==> config.mk <==
export PLATFORM = sky130hd
export DESIGN_NAME = fhr_regs
export DESIGN_NICKNAME = d
export VERILOG_FILES = /design/src/rtl/fhr_pkg.sv /design/src/rtl/fhr_regs.sv
export SDC_FILE = /design/constraint.sdc
export NUM_CORES = 1
export LEC_CHECK = 0
export ABC_CLOCK_PERIOD_IN_PS = 2400
export BUFFER_PORTS_ARGS = -buffer_cell sky130_fd_sc_hd__buf_4
export CORE_MARGIN = 2
export CORE_UTILIZATION = 53
export CTS_BUF_LIST = sky130_fd_sc_hd__clkbuf_8
export DETAILED_ROUTE_END_ITERATION = 16
export PLACE_DENSITY = 0.9
export SYNTH_ARGS = -nofsm -noshare
export SYNTH_HDL_FRONTEND = slang
export SYNTH_SLANG_ARGS = --single-unit
==> constraint.sdc <==
create_clock -name pclk -period 2.4 [get_ports pclk]
set_clock_uncertainty 0.2 [all_clocks]
set_input_delay 0.48 -clock pclk [delete_from_list [all_inputs] [get_ports pclk]]
set_output_delay 0.48 -clock pclk [all_outputs]
set_load 0.01 [all_outputs]
==> src/rtl/fhr_pkg.sv <==
package fhr_pkg;
  // register indices; byte address is four times the index
  localparam logic [3:0] IDX_STATUS_B   = 4'h1;
  localparam logic [3:0] IDX_DRIVE_OUT  = 4'h2;
  localparam logic [3:0] IDX_TAPE       = 4'h3;
  localparam logic [3:0] IDX_MAIN_RATE  = 4'h4;
  localparam logic [3:0] IDX_DATA       = 4'h5;
  localparam logic [3:0] IDX_DIAG_CC    = 4'h7;
  localparam logic [3:0] IDX_MODE_CFG   = 4'h8;
  localparam logic [3:0] IDX_CFG_SEVEN  = 4'h9;
  localparam logic [3:0] IDX_CFG_EIGHT  = 4'hA;

  // mode/config register fields
  localparam int CFG_MODE_LSB  = 0;
  localparam int CFG_3MODE_BIT = 2;
  localparam int CFG_EXTR_LSB  = 3;

  localparam logic [7:0] CONFIGURE_CMD = 8'h13;
  localparam int         EFIFO_BIT     = 5;
  localparam int         STACK_DEPTH   = 4;

  localparam logic [1:0] RATE_500K = 2'h0;
  localparam logic [1:0] RATE_300K = 2'h1;
  localparam logic [1:0] RATE_250K = 2'h2;
  localparam logic [1:0] RATE_1M   = 2'h3;
  localparam logic [1:0] EXT_RATE_TAPE = 2'h2;

  // precompensation in steps of the base step
  localparam logic [2:0] SELECT_A_DEFAULT = 3'h0;
  localparam logic [2:0] SELECT_A_OFF     = 3'h7;
  localparam logic [2:0] DEF_STEPS_LOW   = 3'h3;
  localparam logic [2:0] DEF_STEPS_1M    = 3'h1;

  localparam logic [7:0] DRIVE_OUT_RST = 8'h00;
  localparam logic [7:0] RATE_CTL_RST  = 8'h00;
  localparam logic [7:0] MODE_CFG_RST  = 8'h01;

  typedef enum logic [1:0] {FHR_BASIC, FHR_STANDARD, FHR_ALTERNATE} fhr_mode_t;

  typedef struct packed {
    logic [3:0] motor_on;
    logic       dma_en;
    logic       ctl_run;
    logic [1:0] drive_sel;
  } fhr_dor_t;

  typedef struct packed {
    logic       sw_reset;
    logic       power_down;
    logic       unused5;
    logic [2:0] select_a;
    logic [1:0] rate;
  } fhr_drr_t;
endpackage

==> src/rtl/fhr_regs.sv <==
// Function
// standard mode: status B bit 5 reads drive select bit 0.
// standard mode: status B bit 4 toggles on write data rising edge.
// standard mode: status B bit 3 toggles on read data rising edge.
// status B bits 2..1 show inverted write enable and motor B pins, bit 0 inverted motor A outside alternate mode.
// alternate mode: status B bit 0 is low when drive C selected.
// drive output register is write-only and cleared by master reset.
// three-mode off: tape register holds only its two low bits.
// three-mode on: tape register shows media, drive type, boot fields.
// extended tape bits 7:6 are config eight bits 3:2, read-only.
// extended tape bits 5:4 are config seven pair of last selected drive.
// extended tape bits 3:2 are config eight bits 1:0.
// tape select 00 none, 01..11 drives 1..3; drive 0 never tape.
// effective rate comes from last write of rate or config control.
// rate register bit 7 software reset, bit 6 power-down.
// rate bits 4:2 pick select_a: 000 default, 001-110 steps, 111 off.
// rate bits 1:0 select data rate and reduced write current.
// 2M tape rate only with rate 01 and extended rate 10.
// data register leaves reset with fifo disabled; configure enables it.
// data register is a stack of four status bytes, one shown at a time.
// basic mode: diagnostic read drives only bit 7, inverted change.
// standard mode: diag bit7 ~change, 6:3 ones, 2:1 rate, 0 density.
// alternate mode: diag bit7 change, 6:4 ones, dma, no-select_a flag, rate.
// reserved control bits written as zero; alternate keeps bit 2 flag.
// diagnostic rate field equals the effective rate last written.
//
// Local design decision: register access over APB.
`timescale 1ns/1ps
module fhr_regs
  import fhr_pkg::*;
(
  input  wire logic        pclk,                  // bus clock
  input  wire logic        presetn,               // master reset, active low
  input  wire logic        psel,                  // apb select
  input  wire logic        penable,               // apb enable
  input  wire logic        pwrite,                // apb direction
  input  wire logic [5:0]  paddr,                 // apb byte address
  input  wire logic [31:0] pwdata,                // apb write data
  output logic      [31:0] prdata,                // apb read data
  output logic             pready,                // apb ready
  output logic             pslverr,               // apb error
  input  wire logic        write_data_out_n,      // write data pin
  input  wire logic        read_data_n,           // read data pin
  input  wire logic        write_enable_n,        // write enable pin
  input  wire logic        media_changed_n,       // disk change pin
  input  wire logic [7:0]  main_status,           // core flow status
  input  wire logic        result_load,           // core loads status stack
  input  wire logic [31:0] result_stack,          // four status bytes
  output logic             motor_a_on_n,          // motor a pin
  output logic             motor_b_on_n,          // motor b pin
  output logic             drive_c_selected_n,    // drive c select flag
  output logic [1:0]       drive_sel,             // selected drive
  output logic             transfer_request_enable, // dma/irq enable
  output logic             controller_reset,      // core reset level
  output logic             sw_reset_pulse,        // soft reset strobe
  output logic             power_down,            // core power-down
  output logic [1:0]       rate_sel,              // effective rate
  output logic             reduced_write_current, // reduced write current level
  output logic             tape_rate_2m,          // 2 mbps tape rate
  output logic [2:0]       select_a_steps,         // select_a delay steps
  output logic             select_a_half_step,     // steps are half size
  output logic [1:0]       tape_drive,            // tape logical drive
  output logic             fifo_enable,           // data fifo enabled
  output logic [7:0]       cmd_byte,              // last command byte
  output logic             cmd_strobe             // command byte written
);

  fhr_dor_t   dor_ff;
  fhr_drr_t   drr_ff;
  logic [1:0] rate_ff;
  logic       no_select_a_flag_ff;
  logic [1:0] tape_ff;
  logic [7:0] cfg_ff;
  logic [7:0] cfg_seven_ff;
  logic [3:0] cfg_eight_ff;
  logic       wtog_ff;
  logic       rtog_ff;
  logic       wdat_prev_ff;
  logic       rd_prev_ff;
  logic       fifo_en_ff;
  logic [1:0] cfg_seq_ff;
  logic [1:0] ptr_ff;
  logic [7:0] stack_ff [STACK_DEPTH];
  logic [31:0] prdata_ff;
  logic [7:0] cmd_ff;
  logic       cmd_stb_ff;
  logic       swr_ff;

  // bus decode
  wire [3:0]  idx       = paddr[5:2];
  wire        setup     = psel & ~penable;
  wire        access    = psel & penable;
  wire        wr_en     = access & pwrite;
  wire        rd_acc    = access & ~pwrite;
  wire        mapped    = (paddr[1:0] == 2'h0) &
                          ((pwrite & (idx == IDX_DRIVE_OUT || idx == IDX_TAPE ||
                                      idx == IDX_MAIN_RATE || idx == IDX_DATA ||
                                      idx == IDX_DIAG_CC || idx == IDX_MODE_CFG ||
                                      idx == IDX_CFG_SEVEN || idx == IDX_CFG_EIGHT)) |
                           (~pwrite & (idx == IDX_STATUS_B || idx == IDX_TAPE ||
                                       idx == IDX_MAIN_RATE || idx == IDX_DATA ||
                                       idx == IDX_DIAG_CC || idx == IDX_MODE_CFG ||
                                       idx == IDX_CFG_SEVEN || idx == IDX_CFG_EIGHT)));
  wire        wr_ok     = wr_en & mapped;
  wire        wr_dor    = wr_ok & (idx == IDX_DRIVE_OUT);
  wire        wr_tape   = wr_ok & (idx == IDX_TAPE);
  wire        wr_drr    = wr_ok & (idx == IDX_MAIN_RATE);
  wire        wr_data   = wr_ok & (idx == IDX_DATA);
  wire        wr_cc     = wr_ok & (idx == IDX_DIAG_CC);
  wire        wr_cfg    = wr_ok & (idx == IDX_MODE_CFG);
  wire        wr_seven  = wr_ok & (idx == IDX_CFG_SEVEN);
  wire        wr_eight  = wr_ok & (idx == IDX_CFG_EIGHT);
  wire        rd_data   = rd_acc & mapped & (idx == IDX_DATA);
  wire [7:0]  wbyte     = pwdata[7:0];

  // configuration fields
  wire fhr_mode_t mode      = fhr_mode_t'(cfg_ff[CFG_MODE_LSB +: 2]);
  wire        three_mode_enable = cfg_ff[CFG_3MODE_BIT];
  wire [1:0]  ext_rate      = cfg_ff[CFG_EXTR_LSB +: 2];
  wire        is_alt        = (mode == FHR_ALTERNATE);
  wire        is_basic      = (mode == FHR_BASIC);

  // pin edges
  wire        wdat_rise = write_data_out_n & ~wdat_prev_ff;
  wire        rd_rise   = read_data_n & ~rd_prev_ff;

  // status register b
  wire [7:0]  sb_std    = {2'b11, dor_ff.drive_sel[0], wtog_ff, rtog_ff,
                           ~write_enable_n, ~motor_b_on_n, ~motor_a_on_n};
  wire [7:0]  sb_val    = is_alt ? {sb_std[7:1], drive_c_selected_n} : sb_std;

  // tape drive register
  wire [1:0]  type_pair = cfg_seven_ff[{dor_ff.drive_sel, 1'b0} +: 2];
  wire [7:0]  td_ext    = {cfg_eight_ff[3:2], type_pair, cfg_eight_ff[1:0], tape_ff};
  wire [7:0]  td_val    = three_mode_enable ? td_ext : {6'h00, tape_ff};

  // diagnostic input register
  wire        high_density_n = (rate_ff == RATE_300K) | (rate_ff == RATE_250K);
  wire [7:0]  di_basic  = {~media_changed_n, 7'h00};
  wire [7:0]  di_std    = {~media_changed_n, 4'hF, rate_ff, high_density_n};
  wire [7:0]  di_alt    = {media_changed_n, 3'h7, dor_ff.dma_en, no_select_a_flag_ff, rate_ff};
  wire [7:0]  di_val    = is_basic ? di_basic : (is_alt ? di_alt : di_std);

  wire [7:0]  rd_byte   = (idx == IDX_STATUS_B)  ? sb_val :
                          (idx == IDX_TAPE)      ? td_val :
                          (idx == IDX_MAIN_RATE) ? main_status :
                          (idx == IDX_DATA)      ? stack_ff[ptr_ff] :
                          (idx == IDX_DIAG_CC)   ? di_val :
                          (idx == IDX_MODE_CFG)  ? cfg_ff :
                          (idx == IDX_CFG_SEVEN) ? cfg_seven_ff :
                          {4'h0, cfg_eight_ff};
  wire [31:0] nxt_prdata = (setup & ~pwrite & mapped) ? {24'h000000, rd_byte} : prdata_ff;

  // precompensation selection
  wire [2:0]  def_steps = (rate_ff == RATE_1M || tape_rate_2m) ? DEF_STEPS_1M : DEF_STEPS_LOW;
  wire [2:0]  pc        = drr_ff.select_a;

  // configure command tracking: opcode, zero byte, then fifo byte
  wire        cfg_third = wr_data & (cfg_seq_ff == 2'h2);

  assign prdata      = prdata_ff;
  assign pready      = 1'b1;
  assign pslverr     = access & ~mapped;
  assign motor_a_on_n = ~dor_ff.motor_on[0];
  assign motor_b_on_n = ~dor_ff.motor_on[1];
  assign drive_c_selected_n = ~(dor_ff.drive_sel == 2'h2);
  assign drive_sel   = dor_ff.drive_sel;
  assign transfer_request_enable = dor_ff.dma_en;
  assign controller_reset = ~dor_ff.ctl_run;
  assign sw_reset_pulse = swr_ff;
  assign power_down  = drr_ff.power_down;
  assign rate_sel    = rate_ff;
  assign reduced_write_current = (rate_ff == RATE_500K) | (rate_ff == RATE_1M);
  assign tape_rate_2m = (rate_ff == RATE_300K) & (ext_rate == EXT_RATE_TAPE);
  assign select_a_steps = (pc == SELECT_A_OFF) ? 3'h0 :
                         (pc == SELECT_A_DEFAULT) ? def_steps : pc;
  assign select_a_half_step = tape_rate_2m;
  assign tape_drive  = tape_ff;
  assign fifo_enable = fifo_en_ff;
  assign cmd_byte    = cmd_ff;
  assign cmd_strobe  = cmd_stb_ff;

  always_ff @(posedge pclk or negedge presetn) begin
    if (!presetn) begin
      dor_ff <= fhr_dor_t'(DRIVE_OUT_RST);
    end else if (wr_dor) begin
      dor_ff <= fhr_dor_t'(wbyte);
    end
  end

  always_ff @(posedge pclk or negedge presetn) begin
    if (!presetn) begin
      drr_ff    <= fhr_drr_t'(RATE_CTL_RST);
      rate_ff   <= RATE_500K;
      no_select_a_flag_ff <= 1'b0;
      swr_ff    <= 1'b0;
    end else begin
      swr_ff <= wr_drr & wbyte[7];
      if (wr_drr) begin
        drr_ff  <= fhr_drr_t'({1'b0, wbyte[6:0]});
        rate_ff <= wbyte[1:0];
      end else if (wr_cc) begin
        rate_ff <= wbyte[1:0];
      end
      if (wr_cc && is_alt) begin
        no_select_a_flag_ff <= wbyte[2];
      end
    end
  end

  always_ff @(posedge pclk or negedge presetn) begin
    if (!presetn) begin
      tape_ff <= 2'h0;
      cfg_ff  <= MODE_CFG_RST;
      cfg_seven_ff <= 8'h00;
      cfg_eight_ff <= 4'h0;
    end else begin
      if (wr_tape) tape_ff <= wbyte[1:0];
      if (wr_cfg) cfg_ff <= wbyte;
      if (wr_seven) cfg_seven_ff <= wbyte;
      if (wr_eight) cfg_eight_ff <= wbyte[3:0];
    end
  end

  always_ff @(posedge pclk or negedge presetn) begin
    if (!presetn) begin
      wdat_prev_ff <= 1'b1;
      rd_prev_ff <= 1'b1;
      wtog_ff    <= 1'b0;
      rtog_ff    <= 1'b0;
    end else begin
      wdat_prev_ff <= write_data_out_n;
      rd_prev_ff <= read_data_n;
      wtog_ff    <= wtog_ff ^ wdat_rise;
      rtog_ff    <= rtog_ff ^ rd_rise;
    end
  end

  always_ff @(posedge pclk or negedge presetn) begin
    if (!presetn) begin
      fifo_en_ff <= 1'b0;
      cfg_seq_ff <= 2'h0;
      cmd_ff     <= 8'h00;
      cmd_stb_ff <= 1'b0;
    end else begin
      cmd_stb_ff <= wr_data;
      if (wr_data) cmd_ff <= wbyte;
      if (cfg_third) fifo_en_ff <= ~wbyte[EFIFO_BIT];
      if (wr_data) begin
        if (cfg_seq_ff == 2'h0) cfg_seq_ff <= (wbyte == CONFIGURE_CMD) ? 2'h1 : 2'h0;
        else if (cfg_seq_ff == 2'h1) cfg_seq_ff <= 2'h2;
        else cfg_seq_ff <= 2'h0;
      end
    end
  end

  // status stack: load replaces all four, reads step through them
  genvar g;
  generate
    for (g = 0; g < STACK_DEPTH; g++) begin : g_stack
      always_ff @(posedge pclk or negedge presetn) begin
        if (!presetn) begin
          stack_ff[g] <= 8'h00;
        end else if (result_load) begin
          stack_ff[g] <= result_stack[8*g +: 8];
        end
      end
    end
  endgenerate

  always_ff @(posedge pclk or negedge presetn) begin
    if (!presetn) begin
      ptr_ff    <= 2'h0;
      prdata_ff <= 32'h00000000;
    end else begin
      prdata_ff <= nxt_prdata;
      if (result_load) ptr_ff <= 2'h0;
      else if (rd_data) ptr_ff <= ptr_ff + 2'h1;
    end
  end

  chk_sb_drive_sel: assert property (@(posedge pclk) disable iff (!presetn)
    (setup && !pwrite && paddr == 6'h04 && mode == FHR_STANDARD)
      |=> prdata[5] == $past(dor_ff.drive_sel[0]))
    else $error("status b bit 5 not drive select 0");

  chk_wdata_toggle: assert property (@(posedge pclk) disable iff (!presetn)
    $rose(write_data_out_n) |=> wtog_ff != $past(wtog_ff))
    else $error("write data toggle missed");

  chk_rdata_toggle: assert property (@(posedge pclk) disable iff (!presetn)
    (!$rose(read_data_n)) |=> rtog_ff == $past(rtog_ff))
    else $error("read data toggle without edge");

  chk_rdata_edge: assert property (@(posedge pclk) disable iff (!presetn)
    $rose(read_data_n) |=> rtog_ff != $past(rtog_ff))
    else $error("read data edge did not toggle");

  chk_wdata_quiet: assert property (@(posedge pclk) disable iff (!presetn)
    (!$rose(write_data_out_n)) |=> wtog_ff == $past(wtog_ff))
    else $error("write data toggle without edge");

  chk_tape_narrow: assert property (@(posedge pclk) disable iff (!presetn)
    !three_mode_enable |-> td_val[7:2] == 6'h00)
    else $error("tape register upper bits set in normal mode");

  chk_rate_last: assert property (@(posedge pclk) disable iff (!presetn)
    (wr_drr || wr_cc) |=> rate_ff == $past(wbyte[1:0]) ##1 (rate_ff == $past(rate_ff) || wr_drr || wr_cc))
    else $error("rate not taken from last write");

  chk_pdown_write: assert property (@(posedge pclk) disable iff (!presetn)
    wr_drr |=> power_down == $past(wbyte[6]) && sw_reset_pulse == $past(wbyte[7]))
    else $error("power-down or soft reset wrong");

  chk_tape_rate: assert property (@(posedge pclk) disable iff (!presetn)
    tape_rate_2m |-> rate_ff == RATE_300K && ext_rate == EXT_RATE_TAPE)
    else $error("2M tape rate without its settings");

  chk_fifo_cfg: assert property (@(posedge pclk) disable iff (!presetn)
    (!cfg_third && $past(presetn)) |=> fifo_en_ff == $past(fifo_en_ff))
    else $error("fifo enable changed outside configure");

  chk_diag_alt: assert property (@(posedge pclk) disable iff (!presetn)
    (setup && !pwrite && paddr == 6'h1C && is_alt)
      |=> prdata[7:0] == {$past(media_changed_n), 3'h7, $past(dor_ff.dma_en),
                          $past(no_select_a_flag_ff), $past(rate_ff)})
    else $error("alternate diagnostic layout wrong");

  chk_sb_drive_c: assert property (@(posedge pclk) disable iff (!presetn)
    (setup && !pwrite && paddr == 6'h04 && is_alt)
      |=> prdata[0] == ($past(dor_ff.drive_sel) != 2'h2))
    else $error("alternate status b drive c flag wrong");

  chk_sb_pins: assert property (@(posedge pclk) disable iff (!presetn)
    (setup && !pwrite && paddr == 6'h04)
      |=> prdata[2] == !$past(write_enable_n) && prdata[1] == !$past(motor_b_on_n))
    else $error("status b pin bits wrong");

  chk_dor_write: assert property (@(posedge pclk) disable iff (!presetn)
    wr_dor |=> drive_sel == $past(wbyte[1:0]) && transfer_request_enable == $past(wbyte[3]))
    else $error("drive output write not held");

  chk_tape_media: assert property (@(posedge pclk) disable iff (!presetn)
    (setup && !pwrite && paddr == 6'h0C && three_mode_enable)
      |=> prdata[7:6] == $past(cfg_eight_ff[3:2]) && prdata[3:2] == $past(cfg_eight_ff[1:0]))
    else $error("tape media or boot field wrong");

  chk_write_current: assert property (@(posedge pclk) disable iff (!presetn)
    wr_drr |=> reduced_write_current == ($past(wbyte[1]) ~^ $past(wbyte[0])))
    else $error("reduced write current wrong for rate");

  chk_select_a_off: assert property (@(posedge pclk) disable iff (!presetn)
    (wr_drr && wbyte[4:2] == SELECT_A_OFF) |=> select_a_steps == 3'h0)
    else $error("precompensation not disabled");

  chk_stack_step: assert property (@(posedge pclk) disable iff (!presetn)
    (rd_data && !result_load) |=> ptr_ff == $past(ptr_ff) + 2'h1)
    else $error("status stack did not step");

  chk_diag_std: assert property (@(posedge pclk) disable iff (!presetn)
    (setup && !pwrite && paddr == 6'h1C && mode == FHR_STANDARD)
      |=> prdata[7] == !$past(media_changed_n) && prdata[6:3] == 4'hF)
    else $error("standard diagnostic layout wrong");

  chk_diag_basic: assert property (@(posedge pclk) disable iff (!presetn)
    (setup && !pwrite && paddr == 6'h1C && is_basic) |=> prdata[6:0] == 7'h00)
    else $error("basic diagnostic low bits not zero");

  chk_select_a_flag: assert property (@(posedge pclk) disable iff (!presetn)
    (wr_cc && !is_alt) |=> no_select_a_flag_ff == $past(no_select_a_flag_ff))
    else $error("select_a flag stored outside alternate mode");

endmodule // fhr_regs

* Word-level counts from Yosys, hierarchy flattened
Cells that the tools add are included.
** Operators by class
- $lt $le $gt $ge :: 1
- Bitwise logic cells :: 44
- Shift operators :: 1
- Reductions and logical operators :: 23
- Div/mod/pow operators :: 0
- Equality and inequality tests :: 19
- Mux-type cells :: 24
- Add/sub/neg operators :: 1
- Multipliers :: 0
** Operators by type and width (number)
- 8-bit 2-to-1 mux :: 12
- 1-bit bitwise AND :: 26
- 8-bit binary-select mux with 2-bit select :: 1
- 1-bit logical OR :: 15
- 2-bit 2-to-1 mux :: 7
- 2-bit equality test, second input constant :: 6
- 4-bit by 3-bit equality test with 1-bit output, second input constant :: 3
- 4-bit equality test, second input constant :: 3
- 1-bit inverter :: 12
- 4-bit by 2-bit equality test with 1-bit output, second input constant :: 2
- 8-bit by 5-bit equality test with 1-bit output, second input constant :: 1
- 2-bit zero test :: 4
- 8-bit by 4-bit indexed part select with 2-bit output :: 1
- 3-bit 2-to-1 mux :: 2
- 2-bit by 1-bit equality test with 1-bit output, second input constant :: 2
- 4-bit by 1-bit equality test with 1-bit output, second input constant :: 1
- 2-bit nonzero test :: 2
- 3-bit equality test, second input constant :: 1
- 3-bit >= comparator, second input constant :: 1
- 3-bit zero test :: 1
- 2-bit inverter with 3-bit output :: 1
- 1-bit OR :: 3
- 2-bit by 1-bit adder with 2-bit output, second input constant :: 1
- 1-bit 2-to-1 mux :: 2
- 2 further kinds :: 3
** Storage, ports and cells
- Flip-flop bits (word level) :: 94
- Output and inout port bits :: 63
- Latch bits :: 0
- Bits of input ports :: 88
- Memories kept :: 0
- Word-level logic and storage cells :: 140
- RAM bits :: 0
- ROM bits :: 0

* Longest topological paths before layout
Gate-level depths: netlist (run 1).
- Depth after elaboration :: 15
- Depth in mapped cells :: 8

* Least setup slack after synthesis (run 1)
No wires, ideal clock.
- Path type :: input port to output port
- Start :: in paddr[3]
- End :: out pslverr
- Slack :: 294 ps
- Arrival time :: 1426 ps
- Stages :: 5
- Buffers on the path :: 2
- Required time :: 1720 ps
- Cell sequence :: buf_2 > buf_1 > a21oi_1 > o32ai_1 > a21oi_1
** Between the ends
- Cells in the longest elaborated chain, start to end :: 13
** RTL lines
- start, declared :: RTL line fhr_regs.sv:37 : input wire logic [5:0] paddr,
- 4-bit by 2-bit equality test with 1-bit output, or another cell as far along :: RTL line fhr_regs.sv:96 : ((pwrite & (idx == IDX_DRIVE_OUT || idx == IDX_TAPE ||
- 1-bit logical OR (on tied branches) (2 in series) :: RTL line fhr_regs.sv:96, fhr_regs.sv:100
- 1-bit logical OR (on tied branches) (2 in series) :: RTL line fhr_regs.sv:97, fhr_regs.sv:101
- 1-bit logical OR (on tied branches) (2 in series) :: RTL line fhr_regs.sv:98, fhr_regs.sv:102
- 1-bit logical OR (on tied branches) :: RTL line fhr_regs.sv:99, fhr_regs.sv:103
- 1-bit bitwise AND (on tied branches) :: RTL line fhr_regs.sv:96, fhr_regs.sv:100
- 1-bit OR * :: RTL line fhr_regs.sv:99 : idx == IDX_CFG_SEVEN || idx == IDX_CFG_EIGHT)) |
- 1-bit bitwise AND * :: RTL line fhr_regs.sv:95 : wire mapped = (paddr[1:0] == 2'h0) &
- 1-bit inverter * :: RTL line fhr_regs.sv:163 : assign pslverr = access & ~mapped;
- 1-bit bitwise AND * :: RTL line fhr_regs.sv:163
- end, declared :: RTL line fhr_regs.sv:41 : output logic pslverr,
Mark *: on every way between the ends. The rest lies on a longest branch, timed or not.

* Worst setup path in the final report (run 1)
- Start :: reg rate_ff[1] (netlist: rate_sel[1])
- End :: out select_a_steps[1]
** Between the ends
- Cells in the longest elaborated chain, start to end :: 6
** RTL lines
- start, declared :: RTL line fhr_regs.sv:70 : logic [1:0] rate_ff;
- start signal, assigned :: RTL line fhr_regs.sv:201 : rate_ff <= wbyte[1:0];
- start signal, assigned :: RTL line fhr_regs.sv:203 : rate_ff <= wbyte[1:0];
- 2-bit by 1-bit equality test with 1-bit output :: RTL line fhr_regs.sv:174 : assign tape_rate_2m = (rate_ff == RATE_300K) & (ext_rate == EXT_RATE_TAPE);
- 1-bit bitwise AND :: RTL line fhr_regs.sv:174
- 1-bit logical OR * :: RTL line fhr_regs.sv:155 : wire [2:0] def_steps = (rate_ff == RATE_1M || tape_rate_2m) ? DEF_STEPS_1M : DEF_STEPS_LOW;
- 2-bit 2-to-1 mux * :: RTL line fhr_regs.sv:155
- 3-bit 2-to-1 mux * :: RTL line fhr_regs.sv:176 : (pc == SELECT_A_DEFAULT) ? def_steps : pc;
- 3-bit 2-to-1 mux * :: RTL line fhr_regs.sv:175 : assign select_a_steps = (pc == SELECT_A_OFF) ? 3'h0 :
- end, declared :: RTL line fhr_regs.sv:60 : output logic [2:0] select_a_steps,
Marks and branches as above.

==> results of run 1 <==
==> timing repair <==
item	4_1_cts	5_1_grt
endpoints found under the setup margin	0	2
hold buffers	1	0
resized for setup	0	4
endpoints found under the hold margin	30	0
==> synth_stat cells, drive strengths merged, types with 3 or more instances <==
cell type / n / area share [%]
nor3: 5 / 0.51
a31oi: 5 / 0.64
and2: 4 / 0.54
nand3: 9 / 1.0
a21oi: 13 / 1.3
nor2b: 7 / 0.89
mux4: 10 / 4.6
nand2b: 9 / 1.1
dfrtp: 91 / 46
dfstp: 3 / 1.6
mux2i: 9 / 1.8
xnor2: 3 / 0.54
o22ai: 6 / 0.77
nor2: 22 / 1.7
o21ai: 11 / 1.1
nor4b: 4 / 0.84
a311oi: 3 / 0.54
buf: 43 / 5.9
mux2: 76 / 17
inv: 12 / 0.92
nand2: 17 / 1.5
==> where the power goes <==
group | switching (µW) | internal [µW] | total (µW)
clock | 583 | 625 | 1210
sequential | 104 | 1730 | 1830
combinational | 299 | 322 | 621
total | 986 | 2670 | 3660
==> path summary, 6_finish.rpt <==
kind	startpoint	endpoint	slack [ns]	cells after the start
max in group asynchronous	presetn	wdat_prev_ff	0.97	3
worst max-delay path	rate_sel[1]	select_a_steps[1]	0.08	8
worst min register to register	wtog_ff	wtog_ff	0.29	1
worst min-delay path	read_data_n	rd_prev_ff	0.01	1
worst max register to register	cfg_ff[0]	prdata[0]	0.17	5
min in group asynchronous	presetn	ptr_ff[0]	0.41	2
==> per-stage QoR <==
step                      setup WS (ns)  util [%]
final                            0.0775      65.3
after global routing            -0.0478      65.3
after CTS                        0.0204      65.3
after detailed placement         0.0957      62.6
after global placement            0.128      62.6
after floorplan                   0.294         -
==> area by class of cell <==
type                       count  area, µm²
clock buffer                  10        138
clock inverter                 6       93.8
fill                         667       3160
inverter                      12       45.0
multi-input combinational    282       2300
sequential                    94       2360
tap                          111        139
timing repair buffer         115        878
==> state kept, by name, indices dropped and copies added (netlist names), 2 cells and up <==
signal / cells
stack_ff: 32
cfg_ff: 8
cfg_seven_ff: 8
cmd_byte: 8
prdata: 8
cfg_eight_ff: 4
dor_ff: 3
pc: 3
cfg_seq_ff: 2
drive_sel: 2
ptr_ff: 2
rate_sel: 2
tape_drive: 2
==> worst register-to-register path, stage by stage, from the launching register on <==
cell                        delay (ns)
sky130_fd_sc_hd__dfstp_2          0.61
sky130_fd_sc_hd__and2b_1          0.27
sky130_fd_sc_hd__mux2i_1          0.21
sky130_fd_sc_hd__a2111oi_1        0.57
sky130_fd_sc_hd__o211ai_1         0.18
sky130_fd_sc_hd__nand3_1          0.12
==> per-layer routing <==
| layer | up-vias | routed length, µm |
|---|---|---|
| li1 | 1655 | - |
| met2 | 178 | 6080 |
| met3 | 37 | 821 |
| met1 | 1776 | 4930 |
| met4 | 0 | 445 |
| met5 | - | 0 |
==> cells by family (layout without fill, tap and decap cells) <==
logic type,count (synthesis),after routing,synth area share (%)
DFF,94,94,48.0
AOI/OAI and AO/OA,65,65,9.00
other,2,25,0.153
muxes,95,95,23.9
adders and majority gates,2,2,0.510
and+or+nand+nor,91,91,10.8
xor gates and xnor gates,4,4,0.714
buffers and inverters,57,143,6.94
==> run summary, run 1 <==
Outcome -> finished clean
Horizontal die dimension -> 100 µm
Residual DRC -> 0
Met3 usage -> 4.74%
Total power density per cell area -> 615 mW/mm²
Slew at the pin closest to its max-slew limit -> 0.512 ns
Placer's final routability congestion estimate -> 1.00
Number of max-capacitance violations reported -> 0
Effective utilization at floorplan -> 53.9%
HPWL after detailed placement -> 8830 µm
Family of cells with the greatest summed delay on the critical path -> flip-flops
Global routing usage summed across all routing layers -> 25.0%
Core region area -> 0.00911 mm²
Mapped Cells -> 410
Remaining antenna violation count -> 0
Class of the worst hold path -> input pin to flop
Proportion of register bits with asynchronous set or reset after synthesis -> 100%
Area growth from synthesis to layout -> 21.3%
Layout cell share with drive strength beyond 1 -> 44.3%
Number of synthesized flops with an enable pin -> 0
Clock period minus worst slack -> 2.32 ns
Antenna violations before repair -> 0
Delay of the slowest critical-path stage -> 0.42 ns
Number of top-level design ports -> 151
Kind of start point of the critical path -> flop
Mean instance size in the synthesized netlist -> 12.0 µm²
H-Tree Depth -> 3
Clock-pin slew reported for the worst setup and hold paths after clock tree synthesis -> 0.10 ns
Final hold slack -> 0.0125 ns
Die Area -> 0.0100 mm²
Top library cells by usage in the layout, fill and taps aside -> sky130_fd_sc_hd__buf_4 (113), sky130_fd_sc_hd__dfrtp_1 (89), sky130_fd_sc_hd__mux2_2 (76)
Final Cycle Share -> 96.8%
Unrepaired setup endpoints after global routing -> yes
Critical path start-end classification -> flop to output port
Skew-Pair Late Insertion Delay -> 0.37 ns
Count of buffering cells on the critical path with inverters included -> 2
Largest vdd supply drop -> 312 µV
Fraction of the yosys area taken by sequential cells -> 48.0%
Non-Filler Cell Area, Final -> 0.00595 mm²
Dominant register cell in the synthesized netlist -> sky130_fd_sc_hd__dfrtp_1
Number of placement rows -> 35
Reported leakage power -> 0.00280 µW
Total power after layout -> 3660 µW
Standard cell with the maximum stage delay on the critical path -> sky130_fd_sc_hd__dfrtp_2
Worst path required time -> 1.72 ns
Count of pins over their slew limit -> 0
Detail-routed net length per standard cell -> 19.5 µm
CTS tree -> yes
Yosys warns -> 0
Maximum fanout encountered on the critical timing path -> 6
Cells along the critical path -> inv_1 > ha_1 > nand2_1 > nor2_2 > nor3_1 > nor2_1 > o21bai_1 > buf_4
Busiest metal layer after global routing -> met2
Overflow left after global routing -> 0
Placement-stage cell area -> 0.00570 mm²
CTS buffer count -> 9
Number of standard cells in the final layout excluding fillers -> 630
Via-per-instance ratio -> 5.79
Final total negative setup slack -> 0 ns
Height of the die -> 100 µm
TritonCTS sink count -> 94
Global routing met1 resource utilization -> 32.0%
First-pass iteration count of the detailed router -> 4
Final WL -> 12,300 µm
Net count reported at finish -> 604
Number of setup violations in the final report -> 0
Via count of the first global-routing pass -> 3,772
Bufs on Longest Clock Path -> 2
Worst-case headroom to the max-slew limit -> 65.8%
Routed vias -> 3,646
N_diodes -> 0
Final number of hold-violating endpoints -> 0
Clock tree root driver cell -> sky130_fd_sc_hd__clkbuf_8
Netlist area before placement -> 0.00491 mm²
Post-CTS setup-driven buffer insertion count -> 0
Global-route wire length before repair -> 19,200 µm
Number of buffers added on ports -> 101
Arrival time reported for the critical path endpoint -> 1.64 ns
Cell Count Post-Placement -> 613
Type of element capturing the critical path -> output port
Achievable clock frequency -> 0.431 GHz
Commonest non-fill, non-tap cell in the layout -> sky130_fd_sc_hd__buf_4
Synthesized flop and latch total -> 94
Yosys cell types -> 67
1st-iter DRT viols -> 323
Met2 track demand over resource -> 41.1%
Pin count of the biggest net entering global routing -> 37
Note: power is estimated with default switching activity, not from simulation.
==> run 2: changes to the inputs <==
--- a/config.mk
+++ b/config.mk
@@ -8,4 +8,5 @@
 export ABC_CLOCK_PERIOD_IN_PS = 2400
 export BUFFER_PORTS_ARGS = -buffer_cell sky130_fd_sc_hd__buf_4
+export CAP_MARGIN = 20
 export CORE_MARGIN = 2
 export CORE_UTILIZATION = 53
@@ -13,4 +14,5 @@
 export DETAILED_ROUTE_END_ITERATION = 16
 export PLACE_DENSITY = 0.9
+export REMOVE_ABC_BUFFERS = 1
 export SYNTH_ARGS = -nofsm -noshare
 export SYNTH_HDL_FRONTEND = slang
==> constraint.sdc (replaced) <==
create_clock -name pclk -period 2.4 [get_ports pclk]
set_clock_uncertainty 0.2 [all_clocks]
set_input_delay 0.12 -clock pclk [delete_from_list [all_inputs] [get_ports pclk]]
set_output_delay 0.12 -clock pclk [all_outputs]
set_load 0.01 [all_outputs]
==> run 2 against run 1 <==
Against the previous run: non-clock buffer count grew 45; cell count increased by 7.3%; worst hold slack better by 0.012 ns; first-iteration DRC count down 21%.
==> run summary, run 2 (same netlist as run 1, synthesis figures left out) <==
FF-to-FF End -> prdata[0]
Global routing usage summed across all routing layers -> 26.7% (+1.8 points)
Top library cells by usage in the layout, fill and taps aside -> sky130_fd_sc_hd__buf_4 (110), sky130_fd_sc_hd__dfrtp_1 (91), sky130_fd_sc_hd__mux2_2 (76)
Switching power total -> 1010 µW (+2.0%)
Number of cells on the worst reg-to-reg path -> 5 (unchanged)
Count of pins over their slew limit -> 0 (unchanged)
Kind of start point of the critical path -> flop
Maximum fanout encountered on the critical timing path -> 8 (+2)
TritonCTS sink count -> 94 (unchanged)
Multi-input combinational cell area -> 0.00230 mm² (-0.16%)
Clock network power share -> 32.6% (-0.4 points)
Cell Count Post-Placement -> 609 (-0.65%)
Setup WS pre-CTS -> 0.286 ns (+0.191 ns)
Via count of the first global-routing pass -> 3,886 (+3.0%)
Overflow left after global routing -> 0 (unchanged)
Type of element capturing the critical path -> flop
Post-route core utilization -> 70.2% (+4.8 points)
Height of the die -> 100 µm (unchanged)
Skew-Pair Late Insertion Delay -> 0.36 ns (about the same)
Number of buffers added on ports -> 101 (unchanged)
Startpoint of the lowest-slack hold path -> main_status[5]
Cells along the critical path -> and2b_1 > mux2i_1 > a2111oi_0 > o211ai_1 > nand3_1
Critical path start-end classification -> flop to flop
1st-iter DRT viols -> 256 (-21%)
Detail-routed net length per standard cell -> 19.4 µm (-0.29%)
Routed vias -> 3,885 (+6.6%)
Area growth from synthesis to layout -> 30.3%
Unrepaired setup endpoints after global routing -> no
Final total negative setup slack -> 0 ns (unchanged)
CTS-repair resized insts -> 0 (unchanged)
Horizontal die dimension -> 100 µm (unchanged)
Delay of the slowest critical-path stage -> 0.61 ns (+0.19 ns)
Switching Fraction -> 27.0% (+0.067 points)
Cells on Worst Hold Path -> 4 (+3)
Residual DRC -> 0 (unchanged)
Slew at the pin closest to its max-slew limit -> 0.757 ns (+0.245 ns)
Number of flip-flops in the largest register -> 32 (unchanged)
Sequential group share of total power -> 49.2% (-0.8 points)
Biggest register -> stack_ff
Clock period minus worst slack -> 2.17 ns (-0.154 ns)
Reported leakage power -> 0.00298 µW (+6.4%)
Worst-case hold path end point -> prdata[5]
Total power density per cell area -> 582 mW/mm² (-5.3%)
Standard cell with the maximum stage delay on the critical path -> sky130_fd_sc_hd__dfstp_2
Count of filler cells inserted in the layout -> 629 (-5.7%)
HPWL after detailed placement -> 8950 µm (+1.4%)
Final WL -> 13,100 µm (+7.0%)
Register-to-register setup slack -> 0.23 ns (+0.06 ns)
Number of placement rows -> 35 (unchanged)
Core region area -> 0.00911 mm² (unchanged)
First-pass iteration count of the detailed router -> 5 (+1)
Worst path setup slack after routing -> 0.231 ns (+0.154 ns)
Clock-pin slew reported for the worst setup and hold paths after clock tree synthesis -> 0.10 ns (about the same)
Number of top-level design ports -> 151 (unchanged)
Number of setup violations in the final report -> 0 (unchanged)
Die Area -> 0.0100 mm² (unchanged)
Commonest non-fill, non-tap cell in the layout -> sky130_fd_sc_hd__buf_4
Largest vdd supply drop -> 326 µV (+4.5%)
Final Cycle Share -> 90.4% (-6.4 points)
Area used by sequential logic in the layout -> 0.00236 mm² (-0.11%)
Global-route wire length before repair -> 20,400 µm (+5.9%)
Outcome -> finished clean
Bufs on Longest Clock Path -> 2 (unchanged)
Worst-case headroom to the max-slew limit -> 49.5% (-16 points)
Number of max-capacitance violations reported -> 0 (unchanged)
H-Tree Depth -> 3 (unchanged)
Startpoint of the lowest-slack register-to-register path -> cfg_ff[0]
Final number of hold-violating endpoints -> 0 (unchanged)
Fraction of power consumed by combinational cells -> 18.2% (+1.2 points)
Placer's final routability congestion estimate -> 0.949 (-5.5%)
Effective utilization at floorplan -> 53.9% (unchanged)
Clock tree root driver cell -> sky130_fd_sc_hd__clkbuf_8
Arrival time reported for the critical path endpoint -> 2.27 ns (+0.63 ns)
Via-per-instance ratio -> 5.75 (-0.70%)
Net count reported at finish -> 649 (+7.5%)
CTS buffer count -> 9 (unchanged)
Class of the worst hold path -> input pin to flop
Achievable clock frequency -> 0.461 GHz (+7.1%)
Remaining antenna violation count -> 0 (unchanged)
Layout cell share with drive strength beyond 1 -> 39.5% (-4.8 points)
Internal power -> 2720 µW (+1.6%)
CTS tree -> yes
Antenna violations before repair -> 1 (+1)
Pin count of the biggest net entering global routing -> 61 (+65%)
Number of standard cells in the final layout excluding fillers -> 676 (+7.3%)
Worst path required time -> 2.50 ns (+0.78 ns)
==> run 2: changes by cell type in the layout (fill, tap and decap cells not counted), sizes merged <==
cell         before  now
buf             114  110
clkinv            3    2
diode             0    1
dlygate4sd3       1   50
inv              13   14
==> run 2: timing repair <==
action | in CTS | in global routing
buffers inserted | 0 | 0
hold buffers | 50 | 0
endpoints found under the hold margin | 141 | 0
==> run 2: routing by layer <==
| metal | GRT usage (%) | up-vias | wire length (µm) | share of wire (%) |
|---|---|---|---|---|
| li1 | - | 1741 | - | - |
| met1 | 35.4 | 1921 | 5400 | 41 |
| met2 | 44.7 | 187 | 6550 | 50 |
| met3 | 4.87 | 36 | 793 | 6.0 |
| met4 | 8.96 | 0 | 391 | 3.0 |
| met5 | 0 | - | 0 | 0 |
==> run 2: through the flow <==
| stage | total power (µW) | area, µm² | hold slack [ns] |
|---|---|---|---|
| 2_1_floorplan | 2120 | 4700 | -0.376 |
| 3_3_place_gp | 2440 | 5660 | 0.0202 |
| 3_5_place_dp | 2470 | 5660 | 0.0411 |
| 4_1_cts | 3720 | 6390 | 0.0191 |
| 5_1_grt | 3860 | 6390 | 0.0283 |
| 6_report | 3720 | 6390 | 0.0247 |
==> run 2: layout make-up <==
| class | instances | area share [%] |
|---|---|---|
| sequential | 94 | 36.8 |
| multi-input combinational | 282 | 35.9 |
| clock buffer | 10 | 2.15 |
| tap | 111 | 2.17 |
| inverter | 12 | 0.705 |
| timing repair buffer | 160 | 20.7 |
| antenna | 1 | 0.0391 |
| clock inverter | 6 | 1.43 |
==> run 2: power by group through the flow <==
stage / clock network (µW) / logic (µW) / registers [µW]
floorplan: 0 / 269 / 1850
global placement: 0 / 592 / 1850
detailed placement: 0 / 606 / 1860
CTS: 1220 / 675 / 1830
global route: 1280 / 735 / 1850
finish: 1210 / 678 / 1830
==> run 2: critical path: cells and delay by family (launching register included) <==
| kind | cells | cell delay, ns |
|---|---|---|
| compound gates | 2 | 0.74 |
| flops | 1 | 0.61 |
| mux | 1 | 0.18 |
| simple gates | 2 | 0.38 |
==> run 2: how the worst max path moves through the flow <==
stage               cells after the start  slack (ns)       from   endpoint
floorplan                               4        0.43  ptr_ff[0]  prdata[3]
global placement                        5        0.38  cfg_ff[0]  prdata[0]
detailed placement                      5        0.29  cfg_ff[0]  prdata[0]
CTS                                     5        0.27  cfg_ff[0]  prdata[0]
global route                            5        0.15  cfg_ff[0]  prdata[0]
finish                                  5        0.23  cfg_ff[0]  prdata[0]
==> run 3: changes to the inputs <==
Settings changed: MAX_ROUTING_LAYER set to met4.
==> run 3 against run 2 <==
Against the previous run: critical path depth unchanged; clock power decreased by 4%; setup slack improved by 0.025 ns; critical path type unchanged.
==> run summary, run 3 (same netlist as run 1, synthesis figures left out) <==
Maximum fanout encountered on the critical timing path -> 8 (unchanged)
Placer's final routability congestion estimate -> 0.997 (+5.0%)
Type of element capturing the critical path -> flop
Number of top-level design ports -> 151 (unchanged)
Delay of the slowest critical-path stage -> 0.59 ns (-0.02 ns)
Arrival time reported for the critical path endpoint -> 2.23 ns (-0.04 ns)
Number of setup violations in the final report -> 0 (unchanged)
1st-iter DRT viols -> 145 (-43%)
Final WL -> 12,900 µm (-2.2%)
CTS buffer count -> 9 (unchanged)
Pin count of the biggest net entering global routing -> 59 (-3.3%)
Post-CTS setup-driven buffer insertion count -> 0 (unchanged)
Remaining antenna violation count -> 0 (unchanged)
Number of flip-flops in the largest register -> 32 (unchanged)
H-Tree Depth -> 3 (unchanged)
Achievable clock frequency -> 0.466 GHz (+1.1%)
Standard cell with the maximum stage delay on the critical path -> sky130_fd_sc_hd__dfstp_2
Top library cells by usage in the layout, fill and taps aside -> sky130_fd_sc_hd__buf_4 (110), sky130_fd_sc_hd__dfrtp_1 (91), sky130_fd_sc_hd__mux2_2 (76)
Detail-routed net length per standard cell -> 19.1 µm (-1.6%)
TritonCTS sink count -> 94 (unchanged)
Placement-stage cell area -> 0.00568 mm² (+0.35%)
Number of buffers added on ports -> 101 (unchanged)
Worst path required time -> 2.48 ns (-0.02 ns)
Net count reported at finish -> 647 (-0.31%)
Outcome -> finished clean
Skew-Pair Late Insertion Delay -> 0.35 ns (about the same)
Layout cell share with drive strength beyond 1 -> 39.8% (+0.21 points)
Bufs on Longest Clock Path -> 2 (unchanged)
Kind of start point of the critical path -> flop
Slew at the pin closest to its max-slew limit -> 0.630 ns (-0.127 ns)
Antenna violations before repair -> 0 (-1)
HPWL after detailed placement -> 9190 µm (+2.7%)
Count of filler cells inserted in the layout -> 649 (+3.2%)
Post-route core utilization -> 69.9% (-0.26 points)
Final number of hold-violating endpoints -> 0 (unchanged)
Number of max-capacitance violations reported -> 0 (unchanged)
Total power density per cell area -> 575 mW/mm² (-1.2%)
Critical path start-end classification -> flop to flop
Overflow left after global routing -> 0 (unchanged)
Residual DRC -> 0 (unchanged)
Commonest non-fill, non-tap cell in the layout -> sky130_fd_sc_hd__buf_4
Setup WS pre-CTS -> 0.306 ns (+0.0197 ns)
Clock-pin slew reported for the worst setup and hold paths after clock tree synthesis -> 0.09 ns (about the same)
Final total negative setup slack -> 0 ns (unchanged)
Clock tree root driver cell -> sky130_fd_sc_hd__clkbuf_8
Worst-case headroom to the max-slew limit -> 57.9% (+8.4 points)
CTS tree -> yes
Biggest register -> stack_ff
Area growth from synthesis to layout -> 29.8%
Largest vdd supply drop -> 469 µV (+44%)
Horizontal die dimension -> 100 µm (unchanged)
Class of the worst hold path -> input pin to flop
N_diodes -> 0 (-1)
Effective utilization at floorplan -> 53.9% (unchanged)
Core region area -> 0.00911 mm² (unchanged)
Worst path setup slack after routing -> 0.256 ns (+0.0246 ns)
Family of cells with the greatest summed delay on the critical path -> compound AO/OA/AOI/OAI gates
Cells along the critical path -> and2b_1 > mux2i_1 > a2111oi_0 > o211ai_1 > nand3_1
Via-per-instance ratio -> 5.74 (-0.18%)
Number of placement rows -> 35 (unchanged)
Via count of the first global-routing pass -> 3,916 (+0.77%)
CTS-repair resized insts -> 0 (unchanged)
Routed vias -> 3,855 (-0.77%)
First-pass iteration count of the detailed router -> 6 (+1)
Count of buffering cells on the critical path with inverters included -> 0 (unchanged)
Reported leakage power -> 0.00298 µW (-0.28%)
Non-Filler Cell Area, Final -> 0.00637 mm² (-0.37%)
Count of pins over their slew limit -> 0 (unchanged)
Clock period minus worst slack -> 2.14 ns (-0.0246 ns)
Final Cycle Share -> 89.3% (-1.0 points)
Global-route wire length before repair -> 20,500 µm (+0.68%)
Global routing usage summed across all routing layers -> 27.6% (+0.88 points)
Height of the die -> 100 µm (unchanged)
Unrepaired setup endpoints after global routing -> no
Die Area -> 0.0100 mm² (unchanged)
-- run 3: cell count changes in the layout (fill, tap and decap cells not counted), sizes merged --
cell and delta:
diode -1, buf +1, clkbuf -1, dlygate4sd3 -3
-- run 3: report_power, final --
part	switching [µW]	internal (µW)
clock	564	592
combinational	307	366
sequential	108	1730
-- run 3: area by class of cell --
type	count	area, µm²	area share, %
repair buffers	158	1320	20.7
clock inverters	6	93.8	1.47
inverters	12	45.0	0.707
multi-input cells	282	2300	36.0
flip-flops and latches	94	2360	37.0
clock buffers	9	124	1.94
well taps	111	139	2.18
-- run 3: repair_timing --
| action | 4_1_cts | 5_1_grt |
|---|---|---|
| hold buffers | 47 | 0 |
| endpoints found under the setup margin | 0 | 0 |
| hold endpoints to repair | 178 | 0 |
-- run 3: final timing paths --
kind | depth (start not counted) | slack (ns) | from | end
max reg2reg | 5 | 0.26 | cfg_ff[0] | prdata[0]
min reg2reg | 1 | 0.31 | stack_ff[12] | stack_ff[12]
max | 5 | 0.26 | cfg_ff[0] | prdata[0]
min in group asynchronous | 2 | 0.07 | presetn | prdata[1]
min | 4 | 0.01 | main_status[4] | prdata[4]
max in group asynchronous | 3 | 1.21 | presetn | cfg_ff[0]
-- run 3: routing by layer --
metal | GRT usage [%] | wire, µm | part of all wire (%) | vias to the layer above
met3 | 4.18 | 741 | 5.8 | 33
met5 | - | 0 | 0 | -
met1 | 35.2 | 5250 | 41 | 1918
met4 | 10.7 | 343 | 2.7 | 0
li1 | - | - | - | 1737
met2 | 44.8 | 6520 | 51 | 167
-- run 3: worst min-delay path: stages --
cell and delay [ns]:
sky130_fd_sc_hd__buf_4 0.08, sky130_fd_sc_hd__a22o_1 0.11, sky130_fd_sc_hd__a21oi_1 0.04, sky130_fd_sc_hd__a31oi_1 0.16
-- run 3: stage by stage --
stage               hold slack (ns)  cells  power (µW)
detailed placement          -0.0816    610        2470
global route                0.00624    672        3820
floorplan                    -0.376    388        2120
finish                       0.0130    672        3660
global placement            -0.0931    610        2440
CTS                         0.00440    672        3690
